File: src/page_protection_pkg.sv
// Constants, field layout and types for page descriptor protection.
// Assumes one processor clock; timing strobes arrive from the same domain.
// Behaviour
// - Descriptor bits 2:0 hold access key
// - Keys 000/011/111 abort; 001/010 abort writes
// - Keys 100/101/110 allow writes; trap as keyed
// - Abort suppresses reference; trap lets it complete
// - Any word-modifying cycle counts as write
// - Bit 7 set when trap condition met
// - Bit 6 set when page was written
// - Program descriptor/base write clears both flags
// - Latch old flags at T5 of bus-start
// - Write flags back at T4 of pause
// - New accessed flag: no abort, trap or old
// - New written flag: no abort, write or old
// - Bit 3 picks upward or downward growth
// - Length field 14:8 against address bits 12:6
// - Length error aborts, per growth direction
// - Descriptor read alongside base during relocation
package page_protection_pkg;

  // Field positions within a descriptor word
  localparam int unsigned KEY_LSB = 0;
  localparam int unsigned ED_BIT = 3;
  localparam int unsigned WRITTEN_BIT = 6;
  localparam int unsigned ACCESSED_BIT = 7;
  localparam int unsigned PLF_LSB = 8;
  localparam int unsigned PLF_MSB = 14;
  // Block number bits in the virtual address
  localparam int unsigned VA_BN_LSB = 6;
  localparam int unsigned VA_BN_MSB = 12;
  // Program-loadable bits: length, direction, key
  localparam logic [15:0] WRITABLE_MASK = 16'h7f0f;
  // Readable bits: loadable bits plus the two history flags
  localparam logic [15:0] READ_MASK = 16'h7fcf;
  localparam logic [15:0] DESC_RESET = 16'h0000;

  // Access key encodings
  localparam logic [2:0] KEY_NONRES = 3'h0;
  localparam logic [2:0] KEY_RO_TRAP = 3'h1;
  localparam logic [2:0] KEY_RO = 3'h2;
  localparam logic [2:0] KEY_RSV_A = 3'h3;
  localparam logic [2:0] KEY_RW_TRAP = 3'h4;
  localparam logic [2:0] KEY_RW_TRAPW = 3'h5;
  localparam logic [2:0] KEY_RW = 3'h6;
  localparam logic [2:0] KEY_RSV_B = 3'h7;

  // Descriptor word as stored
  typedef struct packed {
    logic rsv15;
    logic [6:0] page_length_limit;
    logic accessed;
    logic written;
    logic [1:0] rsv5_4;
    logic expansion_direction;
    logic [2:0] access_key_field;
  } descriptor_type;

  // Outcome of one protection check
  typedef struct packed {
    logic abort;
    logic trap;
  } check_result_type;

  // Sequencing of the read-modify-write of the history flags
  typedef enum logic [1:0] {
    IDLE = 2'b00,
    HELD = 2'b01
  } flag_phase_type;

  // Key decides abort for this access direction
  function automatic logic key_aborts(input logic [2:0] key,
                                      input logic is_write);
    unique case (key)
      KEY_RO_TRAP, KEY_RO: key_aborts = is_write;
      KEY_RW_TRAP, KEY_RW_TRAPW, KEY_RW: key_aborts = 1'b0;
      default: key_aborts = 1'b1;
    endcase
  endfunction : key_aborts

  // Key decides trap for this access direction
  function automatic logic key_traps(input logic [2:0] key,
                                     input logic is_write);
    unique case (key)
      KEY_RO_TRAP: key_traps = !is_write;
      KEY_RW_TRAP: key_traps = 1'b1;
      KEY_RW_TRAPW: key_traps = is_write;
      default: key_traps = 1'b0;
    endcase
  endfunction : key_traps

endpackage : page_protection_pkg

File: src/page_access_check.sv
// Combinational protection check of one reference against a descriptor.
// Assumes the caller samples the result on its own timing strobe.
`timescale 1ns/100ps
`default_nettype none
module page_access_check (
  // Descriptor and reference
  input wire page_protection_pkg::descriptor_type desc_i,
  input wire logic [6:0] block_number_i,
  input wire logic is_write_i,
  // Outcome
  output page_protection_pkg::check_result_type result_o
);
  import page_protection_pkg::*;

  logic length_error;
  logic key_abort;

  // Length check depends on growth direction
  always_comb begin
    if (desc_i.expansion_direction) begin
      length_error = block_number_i < desc_i.page_length_limit;
    end else begin
      length_error = block_number_i > desc_i.page_length_limit;
    end
  end

  // Abort dominates; a trap alone lets the reference finish
  always_comb begin
    key_abort = key_aborts(desc_i.access_key_field, is_write_i);
    result_o.abort = key_abort || length_error;
    result_o.trap = !result_o.abort &&
                    key_traps(desc_i.access_key_field, is_write_i);
  end

endmodule : page_access_check
`default_nettype wire

File: src/page_descriptor_protection.sv
// Page descriptor store with protection check and history flag upkeep.
// Assumes timing strobes t4/t5 and cycle flags come from processor logic
// on ref_clk_i; base registers and address decode live elsewhere.
`timescale 1ns/100ps
`default_nettype none
module page_descriptor_protection #(
  parameter int unsigned DESC_COUNT = 16,
  localparam int unsigned IDX_W = $clog2(DESC_COUNT)
) (
  // Clock and reset
  input wire logic ref_clk_i,
  input wire logic rst_i,
  // Processor timing
  input wire logic t4_i,
  input wire logic t5_i,
  input wire logic bus_start_cycle_i,
  input wire logic pause_cycle_i,
  input wire logic relocation_enabled_i,
  // Relocated reference
  input wire logic [IDX_W-1:0] relocation_enabled_index_i,
  input wire logic [15:0] virt_addr_i,
  input wire logic write_cycle_indicator_i,
  // Program access to descriptors and base registers
  input wire logic register_access_select_i,
  input wire logic [IDX_W-1:0] prog_index_i,
  input wire logic desc_write_i,
  input wire logic base_write_i,
  input wire logic desc_read_i,
  input wire logic [15:0] prog_wdata_i,
  // Results to the processor
  output logic abort_condition_o,
  output logic trap_condition_o,
  output logic check_valid_o,
  output logic [15:0] prog_rdata_o
);
  import page_protection_pkg::*;

  ////////////////////////////////////////////////////////////////////////
  // Descriptor storage
  //
  // One word per page. Only the loadable fields and the two history
  // flags carry meaning; the reserved bits are masked on the way in and
  // read back as zero, so software cannot park private data in them and
  // later find it changed by a flag write-back.

  descriptor_type page_descriptor [DESC_COUNT];
  descriptor_type relocation_enabled_desc;
  check_result_type check_now;
  logic [6:0] block_number;

  logic mem_we;
  logic [IDX_W-1:0] mem_widx;
  descriptor_type mem_wdata;

  // Descriptor read in step with the base register for relocation
  always_comb begin
    relocation_enabled_desc = page_descriptor[relocation_enabled_index_i];
    block_number = virt_addr_i[VA_BN_MSB:VA_BN_LSB];
  end

  // Check runs every cycle; sampled only at bus-start T5
  // Free running keeps the compare off the strobe's own timing path
  page_access_check page_access_check_inst (
    .desc_i(relocation_enabled_desc),
    .block_number_i(block_number),
    .is_write_i(write_cycle_indicator_i),
    .result_o(check_now)
  );

  ////////////////////////////////////////////////////////////////////////
  // History flag sequencing
  //
  // The old flags are saved at bus-start T5 and the new ones go back at
  // pause T4: one read-modify-write spread over two processor cycles.

  // Phase of the sequence
  flag_phase_type phase;
  flag_phase_type next_phase;
  // Old flags and the reference they belong to
  logic accessed_history_latch;
  logic next_accessed_history_latch;
  logic written_history_latch;
  logic next_written_history_latch;
  logic [IDX_W-1:0] held_index;
  logic [IDX_W-1:0] next_held_index;
  logic held_write;
  logic next_held_write;
  // Check results
  logic abort_condition;
  logic next_abort_condition;
  logic trap_condition;
  logic next_trap_condition;
  logic next_check_valid;
  // Qualified strobes
  logic flag_writeback_enable;
  logic bus_start_cycle_t5;
  logic pause_t4;

  // Strobe qualification; a pause T4 counts only while a check is held,
  // so a stray strobe never writes flags of a page that was not checked
  always_comb begin
    bus_start_cycle_t5 = bus_start_cycle_i && t5_i;
    pause_t4 = pause_cycle_i && t4_i && (phase == HELD);
  end

  ////////////////////////////////////////////////////////////////////////
  // Phase of the read-modify-write
  //
  // Only one reference can be held at a time. A second bus-start T5
  // before the pause simply replaces the held copy, since the processor
  // abandoned the first reference and its flags must not be written.

  // Next phase; a fresh bus-start without a pause restarts the sequence
  always_comb begin
    next_phase = phase;
    unique case (phase)
      IDLE: begin
        if (bus_start_cycle_t5) begin
          next_phase = HELD;
        end
      end
      HELD: begin
        if (pause_t4 && !bus_start_cycle_t5) begin
          next_phase = IDLE;
        end
      end
    endcase
    next_check_valid = (next_phase == HELD);
  end

  // Register the phase and its copy seen by the processor
  always_ff @(posedge ref_clk_i) begin
    if (rst_i) begin
      phase <= IDLE;
      check_valid_o <= 1'b0;
    end else begin
      phase <= next_phase;
      check_valid_o <= next_check_valid;
    end
  end

  ////////////////////////////////////////////////////////////////////////
  // Holding flops for the old flags and the reference
  //
  // The index and the write indicator are held as well: the processor
  // may already present the next address and cycle type before the
  // pause T4 of this reference arrives.

  // Save old flags before this reference can change them
  always_comb begin
    next_accessed_history_latch = accessed_history_latch;
    next_written_history_latch = written_history_latch;
    next_held_index = held_index;
    next_held_write = held_write;
    if (bus_start_cycle_t5) begin
      next_accessed_history_latch = relocation_enabled_desc.accessed;
      next_written_history_latch = relocation_enabled_desc.written;
      next_held_index = relocation_enabled_index_i;
      next_held_write = write_cycle_indicator_i;
    end
  end

  // Register the held copy
  always_ff @(posedge ref_clk_i) begin
    if (rst_i) begin
      accessed_history_latch <= 1'b0;
      written_history_latch <= 1'b0;
      held_index <= '0;
      held_write <= 1'b0;
    end else begin
      accessed_history_latch <= next_accessed_history_latch;
      written_history_latch <= next_written_history_latch;
      held_index <= next_held_index;
      held_write <= next_held_write;
    end
  end

  ////////////////////////////////////////////////////////////////////////
  // Check results
  //
  // Results are taken once per reference and then stand until the next
  // bus-start T5; the processor reads them in the pause cycle, well
  // before its data phase ends, and can still suppress an abort.

  // Unrelocated references are never checked
  always_comb begin
    next_abort_condition = abort_condition;
    next_trap_condition = trap_condition;
    if (bus_start_cycle_t5) begin
      next_abort_condition = relocation_enabled_i && check_now.abort;
      next_trap_condition = relocation_enabled_i && check_now.trap;
    end
  end

  // Register the results
  always_ff @(posedge ref_clk_i) begin
    if (rst_i) begin
      abort_condition <= 1'b0;
      trap_condition <= 1'b0;
    end else begin
      abort_condition <= next_abort_condition;
      trap_condition <= next_trap_condition;
    end
  end

  // Results leave straight from flops, ready by the pause cycle
  always_comb begin
    abort_condition_o = abort_condition;
    trap_condition_o = trap_condition;
  end

  ////////////////////////////////////////////////////////////////////////
  // Single write port into the descriptor store
  //
  // Program loads and the flag write-back share one port. The write-back
  // is blocked while the program selects any descriptor or base register,
  // so a load never loses its clear to a set in the same cycle. A load
  // made between T5 and T4 with the select already dropped is overwritten
  // by the held flags; software must not reload a page in mid-reference.

  descriptor_type wb_desc;

  // Both kinds of program load wipe the history of their descriptor
  function automatic descriptor_type history_cleared(
    input descriptor_type desc
  );
    history_cleared = desc;
    history_cleared.accessed = 1'b0;
    history_cleared.written = 1'b0;
  endfunction : history_cleared

  // New flags for the held descriptor; an abort leaves both clear
  always_comb begin
    wb_desc = page_descriptor[held_index];
    wb_desc.accessed = !abort_condition &&
                       (trap_condition || accessed_history_latch);
    wb_desc.written = !abort_condition &&
                      (held_write || written_history_latch);
  end

  // Program access and flag write-back are exclusive by the select
  always_comb begin
    flag_writeback_enable = pause_t4 && relocation_enabled_i &&
                            !register_access_select_i;
    mem_we = 1'b0;
    mem_widx = held_index;
    mem_wdata = wb_desc;
    if (register_access_select_i && desc_write_i) begin
      // Loadable fields only; both flags forced clear
      mem_we = 1'b1;
      mem_widx = prog_index_i;
      mem_wdata = history_cleared(
        descriptor_type'(prog_wdata_i & WRITABLE_MASK));
    end else if (register_access_select_i && base_write_i) begin
      // Base load invalidates history of its descriptor
      mem_we = 1'b1;
      mem_widx = prog_index_i;
      mem_wdata = history_cleared(page_descriptor[prog_index_i]);
    end else if (flag_writeback_enable) begin
      mem_we = 1'b1;
    end
  end

  // Store update; reset leaves every page non-resident
  // Key 000 everywhere makes a reference made before software loads the
  // descriptors abort instead of reaching an arbitrary frame
  always_ff @(posedge ref_clk_i) begin
    if (rst_i) begin
      for (int i = 0; i < DESC_COUNT; i++) begin
        page_descriptor[i] <= descriptor_type'(DESC_RESET);
      end
    end else if (mem_we) begin
      page_descriptor[mem_widx] <= mem_wdata;
    end
  end

  ////////////////////////////////////////////////////////////////////////
  // Program read-back
  //
  // Read data is a registered copy so it stands while the processor
  // finishes its cycle. A read and a flag write-back never share an
  // edge, since the select that a read needs blocks the write-back.

  logic [15:0] next_prog_rdata;

  // Reserved bits read as zero; data holds until the next read
  always_comb begin
    next_prog_rdata = prog_rdata_o;
    if (register_access_select_i && desc_read_i) begin
      next_prog_rdata = page_descriptor[prog_index_i] & READ_MASK;
    end
  end

  // Register the read data
  always_ff @(posedge ref_clk_i) begin
    if (rst_i) begin
      prog_rdata_o <= 16'h0000;
    end else begin
      prog_rdata_o <= next_prog_rdata;
    end
  end

endmodule : page_descriptor_protection
`default_nettype wire

File: config.mk
export PLATFORM = sky130hd
export DESIGN_NAME = page_descriptor_protection
export DESIGN_NICKNAME = d
export VERILOG_FILES = /design/src/page_protection_pkg.sv /design/src/page_access_check.sv /design/src/page_descriptor_protection.sv
export SDC_FILE = /design/constraint.sdc
export NUM_CORES = 1
export LEC_CHECK = 0
export ABC_CLOCK_PERIOD_IN_PS = 7100
export BUFFER_PORTS_ARGS = -buffer_cell sky130_fd_sc_hd__buf_2
export CORE_MARGIN = 5
export CORE_UTILIZATION = 35
export DETAILED_ROUTE_END_ITERATION = 6
export PLACE_DENSITY_LB_ADDON = 0.25
export SLEW_MARGIN = 20
export SYNTH_ARGS = -nofsm -noshare
export SYNTH_HDL_FRONTEND = slang
export SYNTH_HIERARCHICAL = 1
export SYNTH_SLANG_ARGS = --single-unit
File: constraint.sdc
create_clock -name ref_clk_i -period 7.1 [get_ports ref_clk_i]
set_input_delay 1.065 -clock ref_clk_i [delete_from_list [all_inputs] [get_ports ref_clk_i]]
set_output_delay 1.065 -clock ref_clk_i [all_outputs]
set_load 0.1 [all_outputs]
==> results, run 1 <==
- The flow ran to the end, and the final reports show no timing, DRC or antenna violations.
- The final weighted congestion of routability-driven global placement is 0.837.
- The floorplan has 74 rows.
- The number of endpoints with negative hold slack in the final report is 0.
- The fmax is 248 MHz.
- The number of routed nets with antenna violations is 0.
- The net count reported at finish is 1150.
- The worst slew slack as a fraction of its limit is 22.8%.
- For this configuration, the core starts out at a cell density of 35.3%.
- The total number of yosys warnings is 6.
- The via count normalized by instance count is 6.48.
- In this run the worst path has a maximum fanout of 33.
- The most common library cell in the layout ignoring fill and taps is sky130_fd_sc_hd__edfxtp_1.
- The clock latency reported for the late side of the worst-skew pair is 560 ps.
- The routed wire length is 50.9 mm.
- The HPWL after detailed placement is 31.1 mm.
- Summing all placed instances gives a cell area of 0.0150 sq mm.
- The required time at the endpoint of the critical path is 7590 ps.
- The final max-slew violation count came to 0.
- Clock tree synthesis found a total of 237 sinks.
- The number of clock buffers added by TritonCTS is 28.
- The first-pass GRT wire length is 72.3 mm.
- The critical path is of the in -> reg type.
- Per report_power, the clock group accounts for 39.8% of the total.
- The overall overflow remaining after global route is 0.
- For this design the ratio of total power to cell area is 225 mW/mm^2.
- The routed via count is 10.7k.
- The die is 213 um tall.
- The number of gates resized after CTS was 0.
- The maximum clock path buffer count is 3.
- The power share of the combinational group is 15.2%.
- 71 I/O pins were placed.
- The quantity of I/O buffers inserted on ports is 53.
- For this design, the CTS-stage hold fixing added 0 buffers.
- The static power due to leakage is 5.13 nW.
- The number of buffers added for setup after CTS is 0.
- The transition time of the tightest slew-check pin is 1160 ps.
- The endpoint arrival time on the critical path is 4530 ps.
- The startpoint type of the worst setup path is an input pin.
- After routing the design area is 0.0159 sq mm.
- The met3 usage in global routing is 4.23%.
- The worst min-delay path class is reg -> reg.
- Entering global routing, the biggest net connects 55 pins.
- The worst register-to-register path ends at page_descriptor[0][1]$_SDFFCE_PN0P_.
- The shortest clock period the worst path allows after layout is 4040 ps.
- The horizontal die dimension is 213 um.
- TritonCTS built the clock tree.
- On the final layout, the worst clock skew is 12.7 ps.
- In this run the cell area of the synthesized design comes to 0.0144 sq mm.
- For this block, the initial DRC count from the detailed router was 1414.
- Net switching is 27.5% of the power.
- The kind of end point of the critical path is a flop.
- For hold timing, the worst endpoint is phase[1]$_SDFF_PP0_.
- The number of antenna violations at the first check in global routing is 2.
- The first detailed-routing pass took 6 iterations.
- For the worst flop-to-flop path, the logic depth is 5.
- In the layout the commonest cells are sky130_fd_sc_hd__edfxtp_1, sky130_fd_sc_hd__a31oi_1, sky130_fd_sc_hd__mux4_2, sky130_fd_sc_hd__mux2i_1.
- For met2 alone, demand over resource in global routing was 35.5%.
- The maximum ir drop on the vdd rail is 0.214 mV.
- The layout has 3853 filler cells.
- The worst hold path passes through 2 cells.
- The worst setup slack for register-to-register paths is 3410 ps.
- The total power consumption of the routed design is 3.58 mW.
- Internal power comes to 2.60 mW.
- The number of levels the H-tree was split into is 1.
- The start point of the worst min-delay path is phase[1]$_SDFF_PP0_.
- Global routing consumed, on the met1 layer, 29.3% of the routing resources.
- The die covers 0.0453 sq mm.
- The floorplan step defined a core boundary enclosing 0.0408 sq mm.
- The via count of the first global-routing pass is 10.5k.
- The area growth from synthesis to layout is 10.3%.
- The number of maximum-capacitance violations is 0.
- The final routed wire length divided by cell count is 31.0 um.
- The layer flagged by global routing as most heavily used is met2.
- In the routed design, unresolved DRC markers number 0.
- The portion of the clock cycle consumed by the worst path in the final layout is 56.9%.
- Setup repair after global routing left no endpoint under its margin.
- The number of setup violations in the final report is 0.
- The global-route usage over all layers is 22.0%.
- Summed over all nets, the switching power comes to 986 uW.
- Counting every instance in the synthesized netlist gives 1079.
- In the final layout, the share of cells above drive strength 1 is 26.8%.
- The average cell area after synthesis is 13.4 sq um.
- Sequential cells account for 45.0% of the total power.
- The number of antenna diodes in the final layout is 0.
- The clock edge transition at the registers on the reported setup and hold paths is 60 ps.
- In this run the clock root is driven by a sky130_fd_sc_hd__clkbuf_16.
- In the final timing run, aggregate negative setup slack is 0 ps.
- The launch instance of the worst register-to-register path is phase[1]$_SDFF_PP0_.
==> through the flow <==
stage	instances	setup slack (ps)	hold slack, ps	util, %
2_1_floorplan	1081	3400	420	-
3_3_place_gp	1587	2480	430	36.6
3_5_place_dp	1592	2480	443	36.7
4_1_cts	1644	3070	452	38.9
5_1_grt	1645	2950	471	39.0
6_report	1645	3060	449	39.0
==> worst max path at each step <==
stage                             startpoint                       endpoint  slack [ps]  depth (start not counted)
2_1_floorplan  relocation_enabled_index_i[0]  trap_condition_o$_SDFFE_PP0P_        3400                         12
3_3_place_gp   relocation_enabled_index_i[1]  trap_condition_o$_SDFFE_PP0P_        2480                         12
3_5_place_dp   relocation_enabled_index_i[1]  trap_condition_o$_SDFFE_PP0P_        2480                         12
4_1_cts        relocation_enabled_index_i[1]  trap_condition_o$_SDFFE_PP0P_        3070                         12
5_1_grt        relocation_enabled_index_i[1]  trap_condition_o$_SDFFE_PP0P_        2950                         12
6_report       relocation_enabled_index_i[1]  trap_condition_o$_SDFFE_PP0P_        3060                         12
==> power groups by stage <==
| stage | Sequential (mW) | Clock (mW) | Combinational (mW) |
|---|---|---|---|
| finish | 1.61 | 1.43 | 0.545 |
| global route | 1.62 | 1.49 | 0.571 |
| CTS | 1.61 | 1.44 | 0.540 |
| detailed placement | 1.64 | 0 | 0.539 |
| global placement | 1.64 | 0 | 0.532 |
| floorplan | 1.65 | 0 | 0.362 |
==> layer usage <==
metal,vias to the layer above,routed length (um)
met4,2,2170
met2,618,24000
met5,-,13
met1,5426,19900
met3,121,4890
li1,4488,-
==> worst max-delay path, stage by stage <==
cell                      delay [ps]
sky130_fd_sc_hd__buf_2           530
sky130_fd_sc_hd__buf_4           620
sky130_fd_sc_hd__mux4_2          410
sky130_fd_sc_hd__mux4_2          560
sky130_fd_sc_hd__inv_1           100
sky130_fd_sc_hd__ha_1            240
sky130_fd_sc_hd__a21o_1          180
sky130_fd_sc_hd__nand3_1         100
sky130_fd_sc_hd__a311o_1         290
sky130_fd_sc_hd__and3_1          180
sky130_fd_sc_hd__nand3_1          80
sky130_fd_sc_hd__a21oi_1         150
==> layout make-up <==
type                            count  area [sq um]  share of cell area [%]
Clock buffer                       41           821                    5.16
Sequential cell                   237          6830                    42.9
Timing Repair Buffer              108           676                    4.25
Clock inverter                     11          80.1                   0.503
Tap cell                          532           666                    4.19
Multi-Input combinational cell    707          6800                    42.7
Inverter                            9          33.8                   0.212
==> sequential cells by signal, summed over array words and instances (netlist names), named ones only <==
signal and flops:
page_descriptor 208, prog_rdata_o 13, held_index 4, phase 2, abort_condition_o 1, accessed_history_latch 1
check_valid_o 1, held_write 1, trap_condition_o 1, written_history_latch 1
Note: power is estimated with default switching activity, not from simulation.
==> run 2, diff against run 1 <==
Settings changed: ABC_CLOCK_PERIOD_IN_PS 7100 to 4000.
Clock period 7.1 ns to 4 ns, I/O delays scaled along.
==> results, run 2 (synthesized netlist as in run 1, its figures left out) <==
- The switching fraction of total power was 26.7% (was 27.5%).
- The summed negative setup slack over all endpoints is 0 ps (unchanged).
- The area of combinational cells with multiple inputs came to 0.00679 sq mm (was 0.00680 sq mm).
- The via count of the first global-routing pass is 10.6k (was 10.5k).
- The critical path's slowest cell is sky130_fd_sc_hd__mux4_2 (was sky130_fd_sc_hd__buf_4).
- The routed wire length came to 51.5 mm (was 50.9 mm).
- Ordered cell list for the critical path: buf_4 > buf_12 > mux4_2 > mux4_2 > inv_1 > ha_1 > a21o_1 > nand3_1 > a311o_1 > and3_1 > nand3_1 > a21oi_1 (was buf_2 > buf_4 > mux4_2 > mux4_2 > inv_1 > ha_1 > a21o_1 > nand3_1 > a311o_1 > and3_1 > nand3_1 > a21oi_1).
- The register area is 0.00683 sq mm (unchanged).
- The most common library cell in the layout ignoring fill and taps is sky130_fd_sc_hd__edfxtp_1 (unchanged).
- The CTS tree was done (unchanged).
- The routed length on met1 was 20.5 mm (was 19.9 mm).
- The detailed-routed wire length on met2 was 24.5 mm (was 24.0 mm).
- The number of maximum-capacitance violations is 0 (unchanged).
- The final max-slew violation count is 0 (unchanged).
- The clock share of power is 42.4% (was 39.8%).
- The start point of the worst min-delay path is relocation_enabled_i (was phase[1]$_SDFF_PP0_).
- The number of cells on the worst hold path is 3 (was 2).
- The final routed wire length divided by cell count is 30.8 um (was 31.0 um).
- The clock root buffer was sky130_fd_sc_hd__clkbuf_16 (unchanged).
- The worst setup path category is in -> reg (unchanged).
- The terminus of the critical flop-to-flop path is trap_condition_o$_SDFFE_PP0P_ (was page_descriptor[0][1]$_SDFFCE_PN0P_).
- The number of clock buffers inserted by TritonCTS is 28 (unchanged).
- The final weighted congestion of routability-driven global placement is 0.863 (was 0.837).
- The clock sink total is 237 (unchanged).
- The placed standard-cell area was 0.0153 sq mm (was 0.0150 sq mm).
- The net count reported at finish is 1177 (was 1150).
- The pin count of the biggest net entering global routing came to 47 (was 55).
- The die footprint was 0.0453 sq mm (unchanged).
- The terminating pin of the worst hold path is abort_condition_o$_SDFFE_PP0P_ (was phase[1]$_SDFF_PP0_).
- The area growth from synthesis to layout is 13.2% (was 10.3%).
- The core area came to 0.0408 sq mm (unchanged).
- The number of gates resized after CTS is 0 (unchanged).
- The worst slew slack as a fraction of its limit was 28.8% (was 22.8%).
- The global-route usage over all layers was 22.2% (was 22.0%).
- The half-perimeter wire length after placement is 34.5 mm (was 31.1 mm).
- The net switching component of the power is 1.79 mW (was 986 uW).
- The number of filler cells placed in the layout is 3824 (was 3853).
- The cell-internal power is 4.93 mW (was 2.60 mW).
- The maximum clock path buffer count is 3 (unchanged).
- The top-level I/O count is 71 (unchanged).
- The number of cells on the worst reg-to-reg path was 10 (was 5).
- The static power due to leakage is 5.37 nW (was 5.13 nW).
- The met3 layer wire length in the routed design is 4.60 mm (was 4.89 mm).
- Setup repair after global routing missed its margin: no (unchanged).
- The starting DRC count in detailed routing came to 1415 (was 1414).
- The highest fanout seen on the critical path is 16 (was 33).
- The uppermost layer routed was met4 (was met5).
- In the finished design, the share of the clock period the worst path needs comes to 74.9%.
- The quantity of I/O buffers inserted on ports is 53 (unchanged).
- The worst min-delay path class is in -> reg (was reg -> reg).
- The number of routed nets with antenna violations is 0 (unchanged).
- The delay of the slowest cell on the worst path came to 550 ps (was 620 ps).
- The first-pass GRT wire length was 73.2 mm (was 72.3 mm).
- The number of placed cells counting well taps is 1620 (was 1592).
- The number of flip-flops in the largest register is 208 (unchanged).
- The maximum ir drop on the vdd rail is 0.327 mV (was 0.214 mV).
- The final worst clock skew is 31.4 ps (was 12.7 ps).
- The number of endpoints with negative hold slack in the final report is 0 (unchanged).
- The launch instance of the worst register-to-register path is page_descriptor[11][12]$_SDFFCE_PN0P_ (was phase[1]$_SDFF_PP0_).
- The worst setup slack for register-to-register paths is 1150 ps (was 3410 ps).
- The endpoint arrival time on the critical path is 3500 ps (was 4530 ps).
- The number of standard-cell rows in the floorplan is 74 (unchanged).
- The shortest clock period the worst path allows after layout is 3000 ps.
- The kind of cell adding the most delay to the critical path is multiplexers (was buffers and inverters).
- The via count normalized by instance count is 6.40 (was 6.48).
- The number of buffers added for setup after CTS came to 0 (unchanged).
- The worst path buffer plus inverter count came to 3 (unchanged).
- The fmax is 334 MHz.
- The utilization of the core after routing was 40.0% (was 39.0%).
- The transition time of the tightest slew-check pin is 1070 ps (was 1160 ps).
- The fraction of layout cells with a size suffix above 1 was 28.9% (was 26.8%).
- Result of the run: complete, no violations (unchanged).
- The number of levels the H-tree was split into came to 1 (unchanged).
- The number of inserted diodes is 0 (unchanged).
- The horizontal die dimension is 213 um (unchanged).
- The routed via count came to 10.7k (about the same).
- Regs by FF count: page_descriptor (208), prog_rdata_o (13), held_index (4) (unchanged).
- The cell area after layout was 0.0163 sq mm (was 0.0159 sq mm).
- The power share of the combinational group was 15.0% (was 15.2%).
- The number of antenna violations at the first check in global routing is 0 (was 2).
- The vertical die dimension was 213 um (unchanged).
- The clock edge transition at the registers on the reported setup and hold paths is 60 ps (about the same).
- The startpoint type of the worst setup path is an input pin (unchanged).
- The filler-free cell count of the finished design is 1672 (was 1645).
- The required time at the endpoint of the critical path came to 4500 ps (was 7590 ps).
- The overall overflow remaining after global route is 0 (unchanged).
- The sequential group share of total power is 42.5% (was 45.0%).
- Top library cells by usage in the layout, fill and taps aside: sky130_fd_sc_hd__edfxtp_1, sky130_fd_sc_hd__a31oi_1, sky130_fd_sc_hd__mux4_2, sky130_fd_sc_hd__mux2i_1, sky130_fd_sc_hd__buf_4 (was sky130_fd_sc_hd__edfxtp_1, sky130_fd_sc_hd__a31oi_1, sky130_fd_sc_hd__mux4_2, sky130_fd_sc_hd__mux2i_1).
- The number of setup violations in the final report was 0 (unchanged).
- The number of detailed-routing iterations run before antenna repair came to 6 (unchanged).
- The register name with the most flops was page_descriptor (unchanged).
- The number of hold buffers added after CTS is 0 (unchanged).
- The kind of end point of the critical path is a flop (unchanged).
- The clock latency reported for the late side of the worst-skew pair came to 570 ps (was 560 ps).
- The number of remaining DRC errors is 0 (unchanged).
- The starting density of the core is 35.3% (unchanged).
- The power density over the cells was 412 mW/mm^2 (was 225 mW/mm^2).
-- run 2: cell types whose count changed in the layout (fill, tap and decap cells not counted), moves of 2 or more --
| cell | change |
|---|---|
| sky130_fd_sc_hd__buf_12 | +8 |
| sky130_fd_sc_hd__buf_2 | -3 |
| sky130_fd_sc_hd__buf_4 | +22 |
| sky130_fd_sc_hd__bufinv_16 | +6 |
| sky130_fd_sc_hd__clkbuf_1 | -5 |
| sky130_fd_sc_hd__clkbuf_8 | -5 |
| sky130_fd_sc_hd__clkinv_1 | -2 |
| sky130_fd_sc_hd__clkinv_2 | +6 |
| sky130_fd_sc_hd__nand2b_1 | +2 |
| sky130_fd_sc_hd__nand2b_2 | -2 |
-- run 2: worst max-delay path by stage --
stage	startpoint	end	slack [ps]	cells past startpoint
after floorplan	relocation_enabled_index_i[0]	trap_condition_o$_SDFFE_PP0P_	760	12
after global placement	relocation_enabled_index_i[0]	trap_condition_o$_SDFFE_PP0P_	450	12
after detailed placement	relocation_enabled_index_i[0]	trap_condition_o$_SDFFE_PP0P_	470	12
after CTS	relocation_enabled_index_i[0]	trap_condition_o$_SDFFE_PP0P_	1040	12
after global routing	relocation_enabled_index_i[0]	trap_condition_o$_SDFFE_PP0P_	920	12
final	relocation_enabled_index_i[0]	trap_condition_o$_SDFFE_PP0P_	1000	12
-- run 2: final cells by class --
type | instances | share of cell area, %
Timing Repair Buffer | 135 | 6.04
Clock buffer | 31 | 4.49
Multi-Input combinational cell | 707 | 41.6
Tap cell | 532 | 4.08
Clock inverter | 21 | 1.74
Inverter | 9 | 0.207
Sequential cell | 237 | 41.9
-- run 2: layer usage --
| metal | GRT usage (%) | vias up |
|---|---|---|
| li1 | - | 4541 |
| met1 | 29.2 | 5480 |
| met2 | 36.5 | 557 |
| met3 | 4.85 | 115 |
| met4 | 7.72 | 0 |
| met5 | 0 | - |
-- run 2: power by group through the flow --
stage | combinational [mW] | sequential [mW] | clock (mW)
floorplan | 0.642 | 2.93 | 0
global placement | 0.989 | 2.90 | 0
detailed placement | 0.995 | 2.91 | 0
CTS | 0.998 | 2.86 | 2.87
global route | 1.05 | 2.87 | 2.97
finish | 1.01 | 2.86 | 2.85
-- run 2: tightest hold or removal path: stages --
cell,delay (ps)
sky130_fd_sc_hd__buf_2,120
sky130_fd_sc_hd__nand3_1,60
sky130_fd_sc_hd__a21oi_1,60
-- run 2: metrics by stage --
| stage | hold slack, ps | setup slack, ps | total power, mW |
|---|---|---|---|
| floorplan | 420 | 765 | 3.57 |
| global placement | 431 | 448 | 3.89 |
| detailed placement | 443 | 470 | 3.90 |
| CTS | 307 | 1040 | 6.72 |
| global route | 316 | 916 | 6.90 |
| finish | 309 | 1000 | 6.72 |
==> run 3, diff against run 2 <==
Settings changed: ABC_AREA from default to 1, ABC_CLOCK_PERIOD_IN_PS 4000 to 2700.
Clock period 4 ns to 2.7 ns, I/O delays scaled along.
==> results, run 3 <==
- Setup repair after global routing missed its margin: no (unchanged).
- The number of placed cells counting well taps is 2855 (was 1620).
- The cell-internal power is 7.01 mW (was 4.93 mW).
- The power share of the combinational group was 20.1% (was 15.0%).
- The clock root buffer is sky130_fd_sc_hd__clkbuf_16 (unchanged).
- Regs by FF count: page_descriptor (208), prog_rdata_o (13), held_index (4) (unchanged).
- The required time at the endpoint of the critical path was 3010 ps (was 4500 ps).
- The worst setup path category is reg -> reg (was in -> reg).
- The clock latency reported for the late side of the worst-skew pair is 560 ps (was 570 ps).
- The number of hold buffers added after CTS was 0 (unchanged).
- Ordered cell list for the critical path: buf_4 > nand2_1 > nand3_1 > nand3_1 > nand3_1 > nand2_1 > nand2_1 > nand3_2 > nand2_1 > inv_2 (was buf_4 > buf_12 > mux4_2 > mux4_2 > inv_1 > ha_1 > a21o_1 > nand3_1 > a311o_1 > and3_1 > nand3_1 > a21oi_1).
- The global-route usage over all layers is 21.4% (was 22.2%).
- The number of standard-cell rows in the floorplan is 78 (was 74).
- The CTS tree is done (unchanged).
- The via count normalized by instance count is 5.22 (was 6.40).
- The horizontal die dimension is 224 um (was 213 um).
- The net switching component of the power came to 3.06 mW (was 1.79 mW).
- The overall overflow remaining after global route is 0 (unchanged).
- The core area is 0.0454 sq mm (was 0.0408 sq mm).
- The number of inserted diodes came to 0 (unchanged).
- The number of setup violations in the final report is 0 (unchanged).
- The average cell area after synthesis is 7.00 sq um (was 13.4 sq um).
- The quantity of I/O buffers inserted on ports is 53 (unchanged).
- The power density over the cells is 558 mW/mm^2 (was 412 mW/mm^2).
- The kind of end point of the critical path was a flop (unchanged).
- The maximum ir drop on the vdd rail came to 0.434 mV (was 0.327 mV).
- The worst setup slack for register-to-register paths came to 200 ps (was 1150 ps).
- The routed via count is 15.2k (was 10.7k).
- The net count reported at finish is 2343 (was 1177).
- The maximum clock path buffer count is 3 (unchanged).
- The endpoint arrival time on the critical path is 2800 ps (was 3500 ps).
- The number of detailed-routing iterations run before antenna repair is 5 (was 6).
- The starting DRC count in detailed routing is 1492 (was 1415).
- Top library cells by usage in the layout, fill and taps aside: sky130_fd_sc_hd__nand2_1, sky130_fd_sc_hd__inv_1, sky130_fd_sc_hd__nand3_1, sky130_fd_sc_hd__edfxtp_1, sky130_fd_sc_hd__o21ai_0 (was sky130_fd_sc_hd__edfxtp_1, sky130_fd_sc_hd__a31oi_1, sky130_fd_sc_hd__mux4_2, sky130_fd_sc_hd__mux2i_1, sky130_fd_sc_hd__buf_4).
- The number of clock buffers inserted by TritonCTS was 27 (was 28).
- The clock period could shrink to 2500 ps.
- The kind of cell adding the most delay to the critical path is simple AND/OR/NAND/NOR gates (was multiplexers).
- The pre-CTS setup slack is -293 ps (was 470 ps).
- The switching fraction of total power is 30.4% (was 26.7%).
- The worst min-delay path class was in -> reg (unchanged).
- The startpoint type of the worst setup path was a flop (was input pin).
- The pin count of the biggest net entering global routing is 60 (was 47).
- The number of routed nets with antenna violations is 0 (unchanged).
- The number of flip-flops in the largest register is 208 (unchanged).
- The area growth from synthesis to layout came to 12.3% (was 13.2%).
- The starting density of the core came to 35.4% (was 35.3%).
- The number of cells on the worst hold path is 3 (unchanged).
- The routed wire length is 55.6 mm (was 51.5 mm).
- The register name with the most flops is page_descriptor (unchanged).
- Result of the run: complete, no violations (unchanged).
- The static power due to leakage is 9.25 nW (was 5.37 nW).
- The worst slew slack as a fraction of its limit is 52.9% (was 28.8%).
- The total number of yosys warnings is 6 (unchanged).
- The slack of the critical path is 204 ps (was 1000 ps).
- The most common library cell in the layout ignoring fill and taps is sky130_fd_sc_hd__nand2_1 (was sky130_fd_sc_hd__edfxtp_1).
- The summed negative setup slack over all endpoints was 0 ps (unchanged).
- The first-pass GRT wire length is 84.0 mm (was 73.2 mm).
- The clock edge transition at the registers on the reported setup and hold paths is 60 ps (about the same).
- The sequential group share of total power came to 42.0% (was 42.5%).
- The transition time of the tightest slew-check pin is 707 ps (was 1070 ps).
- The worst path buffer plus inverter count was 2 (was 3).
- The clock share of power was 37.9% (was 42.4%).
- The number of cells on the worst reg-to-reg path is 10 (unchanged).
- The number of remaining DRC errors came to 0 (unchanged).
- The number of endpoints with negative hold slack in the final report is 0 (unchanged).
- The terminating pin of the worst hold path is held_write$_SDFFE_PP0P_ (was abort_condition_o$_SDFFE_PP0P_).
- The start point of the worst min-delay path is write_cycle_indicator_i (was relocation_enabled_i).
- The utilization of the core after routing is 39.8% (was 40.0%).
- The via count of the first global-routing pass is 14.3k (was 10.6k).
- The delay of the slowest cell on the worst path is 530 ps (was 550 ps).
- The die footprint is 0.0503 sq mm (was 0.0453 sq mm).
- The fmax is 401 MHz.
- The number of antenna violations at the first check in global routing is 0 (unchanged).
- The final max-slew violation count was 0 (unchanged).
- The number of maximum-capacitance violations was 0 (unchanged).
- The post-synthesis cell area was 0.0161 sq mm (was 0.0144 sq mm).
- The highest fanout seen on the critical path came to 43 (was 16).
- The clock sink total came to 237 (unchanged).
- The dominant cell type by count on the critical path is sky130_fd_sc_hd__nand2_1.
- The final routed wire length divided by cell count is 19.2 um (was 30.8 um).
- The top-level I/O count is 71 (unchanged).
- The half-perimeter wire length after placement is 38.9 mm (was 34.5 mm).
- The number of levels the H-tree was split into came to 1 (unchanged).
- The critical path's slowest cell is sky130_fd_sc_hd__dfxtp_4 (was sky130_fd_sc_hd__mux4_2).
- The filler-free cell count of the finished design is 2904 (was 1672).
- The total power consumption of the routed design is 10.1 mW (was 6.72 mW).
- The final weighted congestion of routability-driven global placement is 0.898 (was 0.863).
- The fraction of layout cells with a size suffix above 1 is 10.7% (was 28.9%).
- The count of mapped cells out of synthesis is 2295 (was 1079).
- The final worst clock skew is 14.4 ps (was 31.4 ps).
- The vertical die dimension is 224 um (was 213 um).
- The portion of the clock cycle consumed by the worst path in the final layout is 92.4%.
- The terminus of the critical flop-to-flop path is page_descriptor[10][2]$_SDFFCE_PN0P_ (was trap_condition_o$_SDFFE_PP0P_).
-- run 3: through the flow --
step | cell area, sq um | hold WS [ps]
global route | 18000 | 148
detailed placement | 17100 | 467
finish | 18000 | 151
CTS | 18000 | 118
global placement | 17100 | 450
floorplan | 16100 | 442
-- run 3: power groups by stage --
stage               Sequential [mW]  Combinational [mW]  Clock [mW]
floorplan                      4.38                1.25           0
global placement               4.30                1.98           0
detailed placement             4.30                2.01           0
CTS                            4.23                2.02        3.90
global route                   4.24                2.21        4.04
finish                         4.23                2.03        3.82
-- run 3: worst min-delay path, delay by kind of cell --
| family | cells | cell delay (ps) |
|---|---|---|
| compound gates | 1 | 80 |
| buf+inv | 1 | 100 |
| simple gates | 1 | 80 |
-- run 3: layer usage --
| metal | vias to the layer above | GRT usage, % | routed length (um) |
|---|---|---|---|
| met1 | 7159 | 29.2 | 23700 |
| li1 | 7219 | - | - |
| met3 | 125 | 2.61 | 4040 |
| met2 | 650 | 35.2 | 25900 |
| met5 | - | 0 | 0 |
| met4 | 0 | 7.56 | 2040 |
-- run 3: area by class of cell --
| class | instances | area, sq um |
|---|---|---|
| clock buffers | 35 | 736 |
| clock inverters | 14 | 163 |
| repair buffers | 139 | 1270 |
| fillers | 4657 | 27300 |
| inverters | 436 | 1640 |
| flip-flops and latches | 237 | 6830 |
| well taps | 600 | 751 |
| multi-input cells | 1443 | 6660 |
-- run 3: timing repair --
item / CTS / global route
setup endpoints to repair: 0 / 2
setup buffers: 0 / 0
resized for setup: 0 / 1
-- run 3: worst max path at each step --
stage,from,endpoint,depth (start not counted)
finish,flop,page_descriptor[10][2]$_SDFFCE_PN0P_,10
detailed placement,relocation_enabled_index_i[0],trap_condition_o$_SDFFE_PP0P_,17
CTS,page_descriptor[9][12]$_SDFFCE_PN0P_,trap_condition_o$_SDFFE_PP0P_,17
floorplan,relocation_enabled_index_i[0],trap_condition_o$_SDFFE_PP0P_,18
global route,page_descriptor[13][13]$_SDFFCE_PN0P_,trap_condition_o$_SDFFE_PP0P_,17
global placement,relocation_enabled_index_i[0],trap_condition_o$_SDFFE_PP0P_,17
